### src/hdl/gpio_port_defs.svh
// offsets, field positions, reset values and counts of the four-bit port
`ifndef GPIO_PORT_DEFS_SVH
`define GPIO_PORT_DEFS_SVH

`define PORT_PIN_COUNT 4
`define PORT_ADDR_WIDTH 8
`define PORT_DATA_WIDTH 32

`define OFS_PIN_VALUE 8'h00
`define OFS_OUTPUT_DRIVER_ENABLE 8'h04
`define OFS_FUNCTION_SELECT_INTERRUPT 8'h0C
`define OFS_FUNCTION_SELECT_TIMER_CAPTURE 8'h10
`define OFS_PULLUP_ENABLE 8'h2C
`define OFS_INPUT_PATH_ENABLE 8'h38

`define FSI_WIDTH 2
`define FSI_INT_TWO_BIT 0
`define FSI_INT_THREE_BIT 1
`define FSC_TIMER_ONE_ZERO_BIT 0
`define FSC_TIMER_ONE_ONE_BIT 1
`define FSC_TIMER_SIX_ZERO_BIT 2
`define FSC_TIMER_SIX_ONE_BIT 3

`define RST_PIN_BITS 4'h0
`define RST_FSI_BITS 2'h0
`define RST_WORD 32'h00000000

`define BOOT_CNT_WIDTH 3
`define BOOT_SETTLE_CYCLES 3'h4

`endif

### src/hdl/gpio_port_pkg.sv
// types of the four-bit port: pad types, register select, state record
package gpio_port_pkg;

    typedef enum logic [2:0] {
        PAD_TYPE_FIRST = 3'b000,
        PAD_TYPE_SECOND = 3'b001,
        PAD_TYPE_THIRD = 3'b010,
        PAD_TYPE_FOURTH = 3'b011,
        PAD_TYPE_FIFTH = 3'b100,
        PAD_TYPE_SIXTH = 3'b101
    } pad_type_e;

    typedef enum logic [2:0] {
        SEL_NONE = 3'b000,
        SEL_PIN_VALUE = 3'b001,
        SEL_OUTPUT_DRIVER_ENABLE = 3'b010,
        SEL_FUNCTION_SELECT_INTERRUPT = 3'b011,
        SEL_FUNCTION_SELECT_TIMER_CAPTURE = 3'b100,
        SEL_PULLUP_ENABLE = 3'b101,
        SEL_INPUT_PATH_ENABLE = 3'b110
    } reg_sel_e;

    typedef enum logic {
        BOOT_WAIT = 1'b0,
        BOOT_DONE = 1'b1
    } boot_state_e;

    typedef struct packed {
        logic [3:0] pin_value_bits;
        logic [3:0] output_enable_bits;
        logic [1:0] interrupt_select_bits;
        logic [3:0] capture_select_bits;
        logic [3:0] pullup_bits;
        logic [3:0] input_enable_bits;
        logic [31:0] read_data;
        boot_state_e boot_state;
        logic [2:0] boot_cnt;
        logic [3:0] boot_level;
    } port_state_s;

endpackage : gpio_port_pkg

### src/hdl/pin_sync.sv
// three-stage synchroniser whose output moves once the last two stages agree
`timescale 1ns/100ps
module pin_sync #(
    parameter int WIDTH = 4
) (
    // clock and reset
    input wire logic mclk,
    input wire logic sys_rst,
    // asynchronous levels in, filtered levels out
    input wire logic [WIDTH-1:0] async_in,
    output logic [WIDTH-1:0] level
);

    typedef struct packed {
        logic [WIDTH-1:0] stage1;
        logic [WIDTH-1:0] stage2;
        logic [WIDTH-1:0] stage3;
        logic [WIDTH-1:0] level;
    } sync_state_s;

    sync_state_s state_reg;
    sync_state_s state_next;

    always_comb
    begin
        state_next = state_reg;
        state_next.stage1 = async_in;
        state_next.stage2 = state_reg.stage1;
        state_next.stage3 = state_reg.stage2;
        // take the new level only where stages two and three agree
        state_next.level = (state_reg.stage2 & state_reg.stage3) |
            (state_reg.level & (state_reg.stage2 | state_reg.stage3));
    end

    always_ff @(posedge mclk or posedge sys_rst)
    begin
        if (sys_rst)
        begin
            state_reg <= '0;
        end
        else
        begin
            state_reg <= state_next;
        end
    end

    assign level = state_reg.level;

endmodule : pin_sync

### src/hdl/pad_ctrl.sv
// per-pin pad control: drive, pull-up and input path by pad type
`timescale 1ns/100ps
module pad_ctrl #(
    parameter gpio_port_pkg::pad_type_e PAD_TYPE = gpio_port_pkg::PAD_TYPE_FIRST
) (
    // reset and boot window
    input wire logic sys_rst,
    input wire logic boot_window,
    // configuration of this pin
    input wire logic out_latch,
    input wire logic drive_en,
    input wire logic pup_en,
    input wire logic in_en,
    input wire logic func_sel,
    // peripheral function output
    input wire logic func_out,
    input wire logic func_out_en,
    // pad controls
    output logic pin_out,
    output logic pin_oe,
    output logic pullup_on,
    output logic input_open
);

    localparam bit FN_GATED = (PAD_TYPE == gpio_port_pkg::PAD_TYPE_SECOND) ||
        (PAD_TYPE == gpio_port_pkg::PAD_TYPE_THIRD);
    localparam bit PUP_KEPT = (PAD_TYPE == gpio_port_pkg::PAD_TYPE_SECOND) ||
        (PAD_TYPE == gpio_port_pkg::PAD_TYPE_SIXTH);
    localparam bit BOOT_PAD = (PAD_TYPE == gpio_port_pkg::PAD_TYPE_SIXTH);

    logic fn_drive;

    // gated pads drive a function output only on the peripheral's enable
    assign fn_drive = FN_GATED ? func_out_en : drive_en;
    assign pin_oe = sys_rst ? 1'b0 : (func_sel ? fn_drive : drive_en);
    assign pin_out = func_sel ? func_out : out_latch;
    assign pullup_on = PUP_KEPT ? pup_en : (pup_en & ~sys_rst);
    // output-only pad opens its input only for the boot strap
    assign input_open = BOOT_PAD ? boot_window : in_en;

endmodule : pad_ctrl

### src/hdl/gpio_port.sv
// four-bit port with register file, function routing and boot strap catch
//
// The strobed register port and the address map are this design's own decisions.
`timescale 1ns/100ps
`include "gpio_port_defs.svh"
module gpio_port #(
    parameter gpio_port_pkg::pad_type_e PAD_TYPE [`PORT_PIN_COUNT] =
        '{default: gpio_port_pkg::PAD_TYPE_FIRST}
) (
    // clock and reset
    input wire logic mclk,
    input wire logic sys_rst,
    // register port
    input wire logic [`PORT_ADDR_WIDTH-1:0] reg_addr,
    input wire logic [`PORT_DATA_WIDTH-1:0] reg_wdata,
    input wire logic reg_wr,
    input wire logic reg_rd,
    output logic [`PORT_DATA_WIDTH-1:0] reg_rdata,
    // pads
    input wire logic [`PORT_PIN_COUNT-1:0] pin_in,
    output logic [`PORT_PIN_COUNT-1:0] pin_out,
    output logic [`PORT_PIN_COUNT-1:0] pin_oe,
    output logic [`PORT_PIN_COUNT-1:0] pullup_on,
    output logic [`PORT_PIN_COUNT-1:0] input_buf_en,
    // peripheral function outputs toward the pads
    input wire logic [`PORT_PIN_COUNT-1:0] func_out,
    input wire logic [`PORT_PIN_COUNT-1:0] func_out_en,
    // power mode
    input wire logic deepest_stop_mode,
    // alternate function inputs toward interrupt and timers
    output logic external_interrupt_two,
    output logic external_interrupt_three,
    output logic timer_one_capture_zero,
    output logic timer_one_capture_one,
    output logic timer_six_capture_zero,
    output logic timer_six_capture_one,
    // boot strap
    output logic [`PORT_PIN_COUNT-1:0] boot_level,
    output logic boot_level_valid
);

    gpio_port_pkg::port_state_s state_reg;
    gpio_port_pkg::port_state_s state_next;
    gpio_port_pkg::reg_sel_e sel;
    logic [`PORT_PIN_COUNT-1:0] pin_level;
    logic [`PORT_PIN_COUNT-1:0] path_open;
    logic [`PORT_PIN_COUNT-1:0] func_sel;
    logic [`PORT_PIN_COUNT-1:0] fsi_wide;
    logic [`PORT_PIN_COUNT-1:0] readback;
    logic [`PORT_PIN_COUNT-1:0] boot_mask;
    logic boot_window;
    logic int_two_route;
    logic int_three_route;

    function automatic gpio_port_pkg::reg_sel_e decode(
        input logic [`PORT_ADDR_WIDTH-1:0] addr
    );
        unique case (addr)
            `OFS_PIN_VALUE: decode = gpio_port_pkg::SEL_PIN_VALUE;
            `OFS_OUTPUT_DRIVER_ENABLE: decode = gpio_port_pkg::SEL_OUTPUT_DRIVER_ENABLE;
            `OFS_FUNCTION_SELECT_INTERRUPT: decode = gpio_port_pkg::SEL_FUNCTION_SELECT_INTERRUPT;
            `OFS_FUNCTION_SELECT_TIMER_CAPTURE:
                decode = gpio_port_pkg::SEL_FUNCTION_SELECT_TIMER_CAPTURE;
            `OFS_PULLUP_ENABLE: decode = gpio_port_pkg::SEL_PULLUP_ENABLE;
            `OFS_INPUT_PATH_ENABLE: decode = gpio_port_pkg::SEL_INPUT_PATH_ENABLE;
            default: decode = gpio_port_pkg::SEL_NONE;
        endcase
    endfunction : decode

    function automatic logic [`PORT_DATA_WIDTH-1:0] pad_word(
        input logic [`PORT_PIN_COUNT-1:0] bits
    );
        pad_word = {{(`PORT_DATA_WIDTH-`PORT_PIN_COUNT){1'b0}}, bits};
    endfunction : pad_word

    pin_sync #(
        .WIDTH(`PORT_PIN_COUNT)
    ) u_pin_sync (
        .mclk(mclk),
        .sys_rst(sys_rst),
        .async_in(pin_in),
        .level(pin_level)
    );

    assign boot_window = sys_rst | (state_reg.boot_state == gpio_port_pkg::BOOT_WAIT);
    assign fsi_wide = {2'h0, state_reg.interrupt_select_bits};
    assign func_sel = fsi_wide | state_reg.capture_select_bits;

    genvar gi;
    generate
        for (gi = 0; gi < `PORT_PIN_COUNT; gi++)
        begin : g_pad
            pad_ctrl #(
                .PAD_TYPE(PAD_TYPE[gi])
            ) u_pad_ctrl (
                .sys_rst(sys_rst),
                .boot_window(boot_window),
                .out_latch(state_reg.pin_value_bits[gi]),
                .drive_en(state_reg.output_enable_bits[gi]),
                .pup_en(state_reg.pullup_bits[gi]),
                .in_en(state_reg.input_enable_bits[gi]),
                .func_sel(func_sel[gi]),
                .func_out(func_out[gi]),
                .func_out_en(func_out_en[gi]),
                .pin_out(pin_out[gi]),
                .pin_oe(pin_oe[gi]),
                .pullup_on(pullup_on[gi]),
                .input_open(path_open[gi])
            );
            assign boot_mask[gi] = (PAD_TYPE[gi] == gpio_port_pkg::PAD_TYPE_SIXTH);
        end
    endgenerate

    assign input_buf_en = path_open;

    // driven pins read the latch, open inputs the sampled level
    assign readback = (state_reg.output_enable_bits & state_reg.pin_value_bits) |
        (~state_reg.output_enable_bits & path_open & pin_level);

    // in deepest stop only a selected pin still reaches its interrupt
    assign int_two_route = ~deepest_stop_mode |
        state_reg.interrupt_select_bits[`FSI_INT_TWO_BIT];
    assign int_three_route = ~deepest_stop_mode |
        state_reg.interrupt_select_bits[`FSI_INT_THREE_BIT];
    assign external_interrupt_two = pin_level[0] & path_open[0] & int_two_route;
    assign external_interrupt_three = pin_level[1] & path_open[1] & int_three_route;

    assign timer_one_capture_zero = pin_level[0] & path_open[0] &
        state_reg.capture_select_bits[`FSC_TIMER_ONE_ZERO_BIT];
    assign timer_one_capture_one = pin_level[1] & path_open[1] &
        state_reg.capture_select_bits[`FSC_TIMER_ONE_ONE_BIT];
    assign timer_six_capture_zero = pin_level[2] & path_open[2] &
        state_reg.capture_select_bits[`FSC_TIMER_SIX_ZERO_BIT];
    assign timer_six_capture_one = pin_level[3] & path_open[3] &
        state_reg.capture_select_bits[`FSC_TIMER_SIX_ONE_BIT];

    always_comb
    begin
        state_next = state_reg;
        sel = decode(reg_addr);
        if (reg_wr)
        begin
            unique case (sel)
                gpio_port_pkg::SEL_PIN_VALUE:
                    state_next.pin_value_bits = reg_wdata[`PORT_PIN_COUNT-1:0];
                gpio_port_pkg::SEL_OUTPUT_DRIVER_ENABLE:
                    state_next.output_enable_bits = reg_wdata[`PORT_PIN_COUNT-1:0];
                gpio_port_pkg::SEL_FUNCTION_SELECT_INTERRUPT:
                    state_next.interrupt_select_bits = reg_wdata[`FSI_WIDTH-1:0];
                gpio_port_pkg::SEL_FUNCTION_SELECT_TIMER_CAPTURE:
                    state_next.capture_select_bits = reg_wdata[`PORT_PIN_COUNT-1:0];
                gpio_port_pkg::SEL_PULLUP_ENABLE:
                    state_next.pullup_bits = reg_wdata[`PORT_PIN_COUNT-1:0];
                gpio_port_pkg::SEL_INPUT_PATH_ENABLE:
                    state_next.input_enable_bits = reg_wdata[`PORT_PIN_COUNT-1:0];
                gpio_port_pkg::SEL_NONE:
                begin
                end
            endcase
        end
        // read data stand for one cycle only; unmapped reads give zero
        state_next.read_data = `RST_WORD;
        if (reg_rd)
        begin
            unique case (sel)
                gpio_port_pkg::SEL_PIN_VALUE:
                    state_next.read_data = pad_word(readback);
                gpio_port_pkg::SEL_OUTPUT_DRIVER_ENABLE:
                    state_next.read_data = pad_word(state_reg.output_enable_bits);
                gpio_port_pkg::SEL_FUNCTION_SELECT_INTERRUPT:
                    state_next.read_data = pad_word(fsi_wide);
                gpio_port_pkg::SEL_FUNCTION_SELECT_TIMER_CAPTURE:
                    state_next.read_data = pad_word(state_reg.capture_select_bits);
                gpio_port_pkg::SEL_PULLUP_ENABLE:
                    state_next.read_data = pad_word(state_reg.pullup_bits);
                gpio_port_pkg::SEL_INPUT_PATH_ENABLE:
                    state_next.read_data = pad_word(state_reg.input_enable_bits);
                gpio_port_pkg::SEL_NONE:
                    state_next.read_data = `RST_WORD;
            endcase
        end
        // catch the boot level once the synchroniser has settled after release
        unique case (state_reg.boot_state)
            gpio_port_pkg::BOOT_WAIT:
            begin
                if (state_reg.boot_cnt == `BOOT_SETTLE_CYCLES)
                begin
                    state_next.boot_level = pin_level & boot_mask;
                    state_next.boot_state = gpio_port_pkg::BOOT_DONE;
                end
                else
                begin
                    state_next.boot_cnt = state_reg.boot_cnt + 3'h1;
                end
            end
            gpio_port_pkg::BOOT_DONE:
            begin
            end
        endcase
    end

    always_ff @(posedge mclk or posedge sys_rst)
    begin
        if (sys_rst)
        begin
            state_reg.pin_value_bits <= `RST_PIN_BITS;
            state_reg.output_enable_bits <= `RST_PIN_BITS;
            state_reg.interrupt_select_bits <= `RST_FSI_BITS;
            state_reg.capture_select_bits <= `RST_PIN_BITS;
            state_reg.pullup_bits <= `RST_PIN_BITS;
            state_reg.input_enable_bits <= `RST_PIN_BITS;
            state_reg.read_data <= `RST_WORD;
            state_reg.boot_state <= gpio_port_pkg::BOOT_WAIT;
            state_reg.boot_cnt <= 3'h0;
            state_reg.boot_level <= `RST_PIN_BITS;
        end
        else
        begin
            state_reg <= state_next;
        end
    end

    assign reg_rdata = state_reg.read_data;
    assign boot_level = state_reg.boot_level;
    assign boot_level_valid = (state_reg.boot_state == gpio_port_pkg::BOOT_DONE);

endmodule : gpio_port

### config.mk
export PLATFORM = sky130hd
export DESIGN_NAME = gpio_port
export DESIGN_NICKNAME = d
export VERILOG_FILES = /design/src/hdl/gpio_port_pkg.sv /design/src/hdl/pin_sync.sv /design/src/hdl/pad_ctrl.sv /design/src/hdl/gpio_port.sv
export VERILOG_INCLUDE_DIRS = /design/src /design/src/hdl
export SDC_FILE = /design/constraint.sdc
export NUM_CORES = 1
export LEC_CHECK = 0
export ABC_AREA = 1
export BUFFER_PORTS_ARGS = -buffer_cell sky130_fd_sc_hd__buf_4
export CAP_MARGIN = 20
export CORE_UTILIZATION = 52
export CTS_BUF_LIST = sky130_fd_sc_hd__clkbuf_8
export CTS_CLUSTER_DIAMETER = 100
export CTS_CLUSTER_SIZE = 25
export DETAILED_ROUTE_END_ITERATION = 6
export GPL_ROUTABILITY_DRIVEN = 0
export PLACE_DENSITY = 0.88
export SYNTH_ARGS = -nofsm -noshare
export SYNTH_HDL_FRONTEND = slang
export SYNTH_HIERARCHICAL = 1
export SYNTH_SLANG_ARGS = --single-unit
### constraint.sdc
create_clock -name mclk -period 2 [get_ports mclk]
set_input_delay 0.6 -clock mclk [delete_from_list [all_inputs] [get_ports mclk]]
set_output_delay 0.6 -clock mclk [all_outputs]
set_load 0.01 [all_outputs]
==> flow_metrics.tcl, run 1 <==
set metrics [dict create \
    setup_viol 0 \
    tritoncts_num_sinks 46 \
    diodes 0 \
    cts_buffers 5 \
    p_switching_mw 0.517 \
    cts-hold-fix-buffers 0 \
    violations "design-rule violations" \
    rows 24 \
    syn_to_final_growth_pct 13.8 \
    first_pass_iters 7 \
    pre_cts_ws_ns 0.257 \
    avgViaCountPerCell 4.99 \
    grt_pass1_wl_mm 8.42 \
    hp-class "flip-flop to flip-flop" \
    required_ns 1.40 \
    syn_inst 310 \
    fillers 395 \
    layout.cells.non_filler 408 \
    start_util 0.556 \
    final_core_util 0.633 \
    fin_skew_ns 0.00133 \
    avgRoutedWirePerCell_microns 12.3 \
    synth_area_sq_um 2500 \
    slew_viol_final 0 \
    core-area_sq_um 4500 \
    max-vdd-ir-drop_mv 0.519 \
    crit_type "flip-flop to output pin" \
    worstMarginPinSlew_ns 0.595 \
    final_cell_mix "60 x nand2_1, 52 x buf_4, 46 x dfrtp_1" \
    dp_cells 400 \
    clk_path_buf_depth 2 \
    track_usage 0.215 \
    maxCapViolCount 0 \
    dieArea_sq_um 5100 \
    intPower_mw 1.44 \
    status "finished with violations" \
    grt_pass1_vias 1852 \
    ant_nets 0 \
    antenna_found_initial 0 \
    h-tree-depth 2 \
    portBuffers 51 \
    rsz0062_at_grt "false" \
    place_hpwl_mm 3.88 \
    grt_overflow 0 \
    end_kind "output pin" \
    pwr-share-seq 0.520 \
    nets 414 \
    cts_tree "yes" \
    finalCritPeriodShare 0.871 \
    post_cts_buffers 0 \
    power_mw 1.96 \
    period_needed_ns 1.74 \
    insertion_delay_ns 0.30 \
    die_w_microns 71.4 \
    cts-resized-gates 0 \
    fmax_ghz 0.574 \
    clkTransAtPathRegs_ns 0.09 \
    cts_root_buffer "clkbuf_8" \
    whs_ns 0.357 \
    layout_commonest_cell "nand2_1" \
    synth_area_per_cell_sq_um 8.08 \
    postLayoutCellArea_sq_um 2850 \
    drc 6 \
    fin_setup_tns_ns 0 \
    largest_reg_flops 23 \
    placed_area_sq_um 2740 \
    vias 2037 \
    cp-start-kind "flip-flop" \
    drt_wl_total_mm 5.01 \
    pwr-share-comb 0.123 \
    power_leakage_nw 1.53 \
    grt_max_degree 31 \
    hold_viol 0 \
    drive_above_1_share 0.216 \
    setup_slack_ns 0.258 \
    p_per_area_nw_per_um2 686 \
    die_y_microns 71.4 \
    crit_path_max_fanout 3 \
    max_slew_margin 0.603 \
    yosys_warnings 6 \
    p_clk_frac 0.358 \
    drt_iter0_markers 141 \
    switching_share 0.264 \
    worst_ep_arrival_time_ns 1.14 \
    pin_count 116 \
]
layout make-up:
type | instances | area [sq um] | area share
clock inverter | 3 | 43.8 | 0.0154
multi-input combinational | 209 | 978 | 0.343
tap | 52 | 65.1 | 0.0228
timing repair buffer | 52 | 390 | 0.137
clock buffer | 5 | 68.8 | 0.0241
inverter | 41 | 154 | 0.0540
sequential | 46 | 1150 | 0.404
final timing paths:
kind,from,depth (start not counted),slack (ns),end
max in group asynchronous,sys_rst,2,1.20,u_pin_sync/state_next[4]
max,state_reg[49],6,0.26,pin_out[1]
min in group asynchronous,sys_rst,2,0.42,u_pin_sync/state_reg[6]
min,u_pin_sync/state_next[8],0,0.36,u_pin_sync/state_next[4]
max reg2reg,state_reg[4],5,0.80,state_reg[6]
min reg2reg,u_pin_sync/state_next[8],0,0.36,u_pin_sync/state_next[4]
power groups by stage:
stage	registers (mW)	clock network (mW)	logic, mW
2_1_floorplan	1.02	0	0.203
3_3_place_gp	1.03	0	0.230
3_5_place_dp	1.04	0	0.239
4_1_cts	1.02	0.709	0.240
5_1_grt	1.02	0.744	0.271
6_report	1.02	0.700	0.240
worst max-delay path, stage by stage (launching register included):
cell	delay, ns
dfrtp_1	0.39
inv_1	0.11
nand2_1	0.08
inv_1	0.06
nand2_1	0.04
nand2_1	0.05
buf_4	0.11
routing by layer:
layer  GRT usage  wire length, microns
met1       0.287                  2160
met2       0.353                  2400
met3      0.0394                   363
met4      0.0756                    85
met5           0                     0
Power figures use the tool's default switching activity.
==> inputs of run 2 (changes only) <==
--- a/config.mk
+++ b/config.mk
@@ -7,15 +7,16 @@
 export NUM_CORES = 1
 export LEC_CHECK = 0
 export ABC_AREA = 1
-export BUFFER_PORTS_ARGS = -buffer_cell sky130_fd_sc_hd__buf_4
 export CAP_MARGIN = 20
-export CORE_UTILIZATION = 52
+export CORE_MARGIN = 2
+export CORE_UTILIZATION = 56
 export CTS_BUF_LIST = sky130_fd_sc_hd__clkbuf_8
 export CTS_CLUSTER_DIAMETER = 100
 export CTS_CLUSTER_SIZE = 25
 export DETAILED_ROUTE_END_ITERATION = 6
+export DONT_BUFFER_PORTS = 1
 export GPL_ROUTABILITY_DRIVEN = 0
-export PLACE_DENSITY = 0.88
+export PLACE_DENSITY = 0.71
 export SYNTH_ARGS = -nofsm -noshare
 export SYNTH_HDL_FRONTEND = slang
 export SYNTH_HIERARCHICAL = 1
==> run 2 against run 1 <==
Against the previous run: the run now ends clean; worst setup slack worse by 0.020 ns; largest cell class unchanged; highest routed layer unchanged; clock-buffer cell count did not move; flip-flop and latch count stayed put; die area is 1.5% lower; power shrank 11%; global-route usage decreased by 1.8 points; clock skew is 0.0035 ns higher; register-to-register slack better by 0.05 ns; wire length decreased by 6.5%; core utilization down 6.7 points; worst hold slack got worse by 0.12 ns; maximum frequency decreased by 1.2%.
==> flow_metrics.tcl, run 2 (same netlist as run 1, synthesis figures left out) <==
set metrics [dict create \
    status "finished clean" \
    slew_viol_final 0 \
    insertion_delay_ns 0.30 \
    cts_root_buffer "clkbuf_8" \
    maxCapViolCount 0 \
    start_util 0.579 \
    end_kind "output pin" \
    cts_tree "yes" \
    p_per_area_nw_per_um2 715 \
    crit_path_top_delay_cell "dfrtp_1" \
    setup_viol 0 \
    period_needed_ns 1.76 \
    critical_path.cell_chain "nand2_1 -> a21oi_1" \
    die_y_microns 70.9 \
    pin_count 116 \
    wl_met3_microns 394 \
    track_usage 0.197 \
    fillers 421 \
    max-vdd-ir-drop_mv 0.570 \
    max_slew_margin 0.620 \
    core-area_sq_um 4320 \
    required_ns 1.40 \
    top_layer_used "met4" \
    worst_path_largest_cell_delay_ns 0.46 \
    hp-class "input pin to asynchronous set/reset pin" \
    nets 363 \
    crit_type "flip-flop to output pin" \
    vias 1760 \
    worst_ep_arrival_time_ns 1.16 \
    cp_num_buf_inv 0 \
    place_hpwl_mm 3.58 \
    drive_above_1_share 0.0852 \
    rsz0062_at_grt "false" \
    crit_family "flip-flops" \
    crit_path_max_fanout 4 \
    wl_met1_mm 2.01 \
    whs_ns 0.232 \
    syn_to_final_growth_pct -2.35 \
    final_cell_mix "60 x nand2_1, 46 x dfrtp_1, 41 x inv_1" \
    power_leakage_nw 1.26 \
    layout_commonest_cell "nand2_1" \
    drt_iter0_markers 112 \
    clkTransAtPathRegs_ns 0.09 \
    drc 0 \
    cts-resized-gates 0 \
    grt_overflow 0 \
    placed_area_sq_um 2360 \
    postLayoutCellArea_sq_um 2450 \
    diodes 0 \
    die_w_microns 70.9 \
    drt_wl_total_mm 4.68 \
    antenna_found_initial 0 \
    portBuffers 0 \
    avgRoutedWirePerCell_microns 13.1 \
    grt_max_degree 31 \
    dieArea_sq_um 5020 \
    fin_skew_ns 0.00483 \
    cp-start-kind "flip-flop" \
    fmax_ghz 0.567 \
    fin_setup_tns_ns 0 \
    finalCritPeriodShare 0.881 \
    tritoncts_num_sinks 46 \
    first_pass_iters 4 \
    ant_nets 0 \
    h-tree-depth 2 \
    pre_cts_ws_ns 0.411 \
    largest_reg_flops 23 \
    wl_met2_mm 2.20 \
    clk_path_buf_depth 2 \
    grt_pass1_wl_mm 7.47 \
    grt_pass1_vias 1581 \
    cts-hold-fix-buffers 0 \
    hold_viol 0 \
    post_cts_buffers 0 \
    cts_buffers 5 \
    rows 24 \
    setup_slack_ns 0.237 \
    worstMarginPinSlew_ns 0.570 \
    avgViaCountPerCell 4.93 \
]
run 2: changes by cell type in the layout (fill, tap and decap cells not counted):
cell	before	now
buf_4	52	1
bufinv_16	1	0
clkinv_4	0	1
clkinvlp_4	0	1
inv_6	1	0
run 2: cell type report:
cell class	instances	area, sq um	area share
timing repair buffer	1	7.51	0.00307
clock inverter	3	21.3	0.00870
multi-input combinational	209	978	0.400
sequential	46	1150	0.471
clock buffer	5	68.8	0.0281
tap	52	65.1	0.0266
inverter	41	154	0.0629
run 2: power breakdown:
group          internal (mW)  switching [mW]  total, mW
Clock                  0.246           0.324      0.570
Combinational         0.0377           0.122      0.160
Sequential             0.977          0.0424       1.02
run 2: final timing paths:
path	from	to	slack (ns)	depth (start not counted)
worst max register to register	state_reg[4]	state_reg[6]	0.85	5
worst min register to register	u_pin_sync/state_next[8]	u_pin_sync/state_next[4]	0.35	0
worst min-delay path	sys_rst	u_pin_sync/level[3]	0.23	1
min in group mclk	pin_in[3]	u_pin_sync/state_next[11]	0.32	0
worst max-delay path	state_reg[40]	external_interrupt_two	0.24	2
max in group asynchronous	sys_rst	u_pin_sync/state_next[6]	1.39	1
run 2: stage by stage:
step                      instances  power, mW  utilization
after CTS                       357       1.77        0.566
final                           357       1.75        0.566
after detailed placement        349       1.20        0.545
after global placement          349       1.19        0.545
after floorplan                 341       1.22            -
after global routing            357       1.84        0.566
run 2: per-layer routing:
layer,track usage,vias up
li1,-,880
met1,0.265,805
met2,0.296,68
met3,0.0670,7
met4,0.0755,0
met5,0,-
==> inputs of run 3 (changes only) <==
--- a/config.mk
+++ b/config.mk
@@ -16,7 +16,8 @@
 export DETAILED_ROUTE_END_ITERATION = 6
 export DONT_BUFFER_PORTS = 1
 export GPL_ROUTABILITY_DRIVEN = 0
-export PLACE_DENSITY = 0.71
+export PLACE_DENSITY = 0.75
+export SLEW_MARGIN = 5
 export SYNTH_ARGS = -nofsm -noshare
 export SYNTH_HDL_FRONTEND = slang
 export SYNTH_HIERARCHICAL = 1
==> run 3 against run 2 <==
Against the previous run: clock skew shrank 0.0011 ns; combinational power is essentially flat; wire length grew 0.53%; sequential power is essentially flat; global-route usage shrank 0.43 points; cell area grew 0.10%; clock-buffer cell count is the same; first-iteration DRC count grew 47%; non-clock buffer count is the same; worst hold slack lost 0.0031 ns.
==> flow_metrics.tcl, run 3 (same netlist as run 1, synthesis figures left out) <==
set metrics [dict create \
    clk_path_buf_depth 2 \
    setup_viol 0 \
    layout_commonest_cell "nand2_1" \
    place_hpwl_mm 3.52 \
    cts-hold-fix-buffers 0 \
    final_cell_mix "60 x nand2_1, 46 x dfrtp_1, 41 x inv_1" \
    insertion_delay_ns 0.30 \
    track_usage 0.192 \
    setup_slack_ns 0.230 \
    avgViaCountPerCell 4.96 \
    max_slew_margin 0.617 \
    worstMarginPinSlew_ns 0.574 \
    largest_reg_flops 23 \
    core-area_sq_um 4320 \
    portBuffers 0 \
    crit_path_max_fanout 4 \
    fin_skew_ns 0.00374 \
    grt_pass1_wl_mm 7.22 \
    fmax_ghz 0.565 \
    p_per_area_nw_per_um2 721 \
    grt_overflow 0 \
    grt_pass1_vias 1538 \
    syn_to_final_growth_pct -2.25 \
    drt_wl_total_mm 4.70 \
    clkTransAtPathRegs_ns 0.09 \
    pin_count 116 \
    avgRoutedWirePerCell_microns 13.2 \
    fillers 412 \
    fin_setup_tns_ns 0 \
    diodes 0 \
    vias 1771 \
    cts_buffers 5 \
    grt_max_degree 31 \
    cts_tree "yes" \
    die_y_microns 70.9 \
    finalCritPeriodShare 0.885 \
    hold_viol 0 \
    ant_nets 0 \
    slew_viol_final 0 \
    drt_iter0_markers 165 \
    end_kind "output pin" \
    hp-class "input pin to asynchronous set/reset pin" \
    h-tree-depth 2 \
    pre_cts_ws_ns 0.378 \
    worst_ep_arrival_time_ns 1.17 \
    cp-start-kind "flip-flop" \
    power_leakage_nw 1.25 \
    dieArea_sq_um 5020 \
    antenna_found_initial 0 \
    cts_root_buffer "clkbuf_8" \
    first_pass_iters 4 \
    drc 0 \
    max-vdd-ir-drop_mv 0.576 \
    status "finished clean" \
    period_needed_ns 1.77 \
    nets 363 \
    rows 24 \
    tritoncts_num_sinks 46 \
    cts-resized-gates 0 \
    required_ns 1.40 \
    post_cts_buffers 0 \
    die_w_microns 70.9 \
    crit_type "flip-flop to output pin" \
    rsz0062_at_grt "false" \
    start_util 0.579 \
    drive_above_1_share 0.0852 \
    maxCapViolCount 0 \
]
-- run 3: cell count changes in the layout (fill, tap and decap cells not counted), sizes merged --
cell	change
clkinv	-2
clkinvlp	+1
inv	+1
-- run 3: per-stage QoR --
step / hold WS, ns / power (mW) / std cells / area [sq um] / utilization
floorplan: 0.331 / 1.22 / 341 / 2620 / -
global placement: 0.333 / 1.19 / 349 / 2360 / 0.545
detailed placement: 0.340 / 1.20 / 349 / 2360 / 0.545
CTS: 0.240 / 1.79 / 357 / 2450 / 0.566
global route: 0.267 / 1.86 / 357 / 2450 / 0.566
finish: 0.229 / 1.76 / 357 / 2450 / 0.566
-- run 3: layout make-up --
cell class	instances	area, sq um	area share
clock buffers	5	68.8	0.0281
clock inverters	3	23.8	0.00971
inverters	41	154	0.0629
multi-input cells	209	978	0.400
flip-flops and latches	46	1150	0.470
well taps	52	65.1	0.0266
repair buffers	1	7.51	0.00307
-- run 3: metal layers --
| layer | vias to the layer above | global-route usage | wire [microns] | part of all wire |
|---|---|---|---|---|
| li1 | 877 | - | - | - |
| met4 | 0 | 0.0818 | 62 | 0.013 |
| met3 | 5 | 0.0798 | 415 | 0.088 |
| met5 | - | 0 | 0 | 0 |
| met2 | 60 | 0.289 | 2160 | 0.46 |
| met1 | 829 | 0.247 | 2070 | 0.44 |
-- run 3: worst max-delay path: stages, from the launching register on --
cell and delay (ns):
dfrtp_1 0.47, nand2_1 0.14, a21oi_1 0.25
-- run 3: where the power goes --
part	switching (mW)	internal [mW]	total, mW
clock network	0.335	0.250	0.585
logic	0.123	0.0377	0.160
registers	0.0428	0.977	1.02
total	0.500	1.26	1.76
-- run 3: worst paths after layout --
check | start | end | slack [ns] | cells past startpoint
worst max-delay path | state_reg[40] | external_interrupt_two | 0.23 | 2
worst min-delay path | sys_rst | u_pin_sync/level[0] | 0.23 | 1
worst max register to register | state_reg[4] | state_reg[6] | 0.83 | 5
worst min register to register | u_pin_sync/state_next[9] | u_pin_sync/state_next[5] | 0.36 | 0
max in group asynchronous | sys_rst | u_pin_sync/level[1] | 1.40 | 1
min in group mclk | pin_in[2] | u_pin_sync/state_next[10] | 0.31 | 0
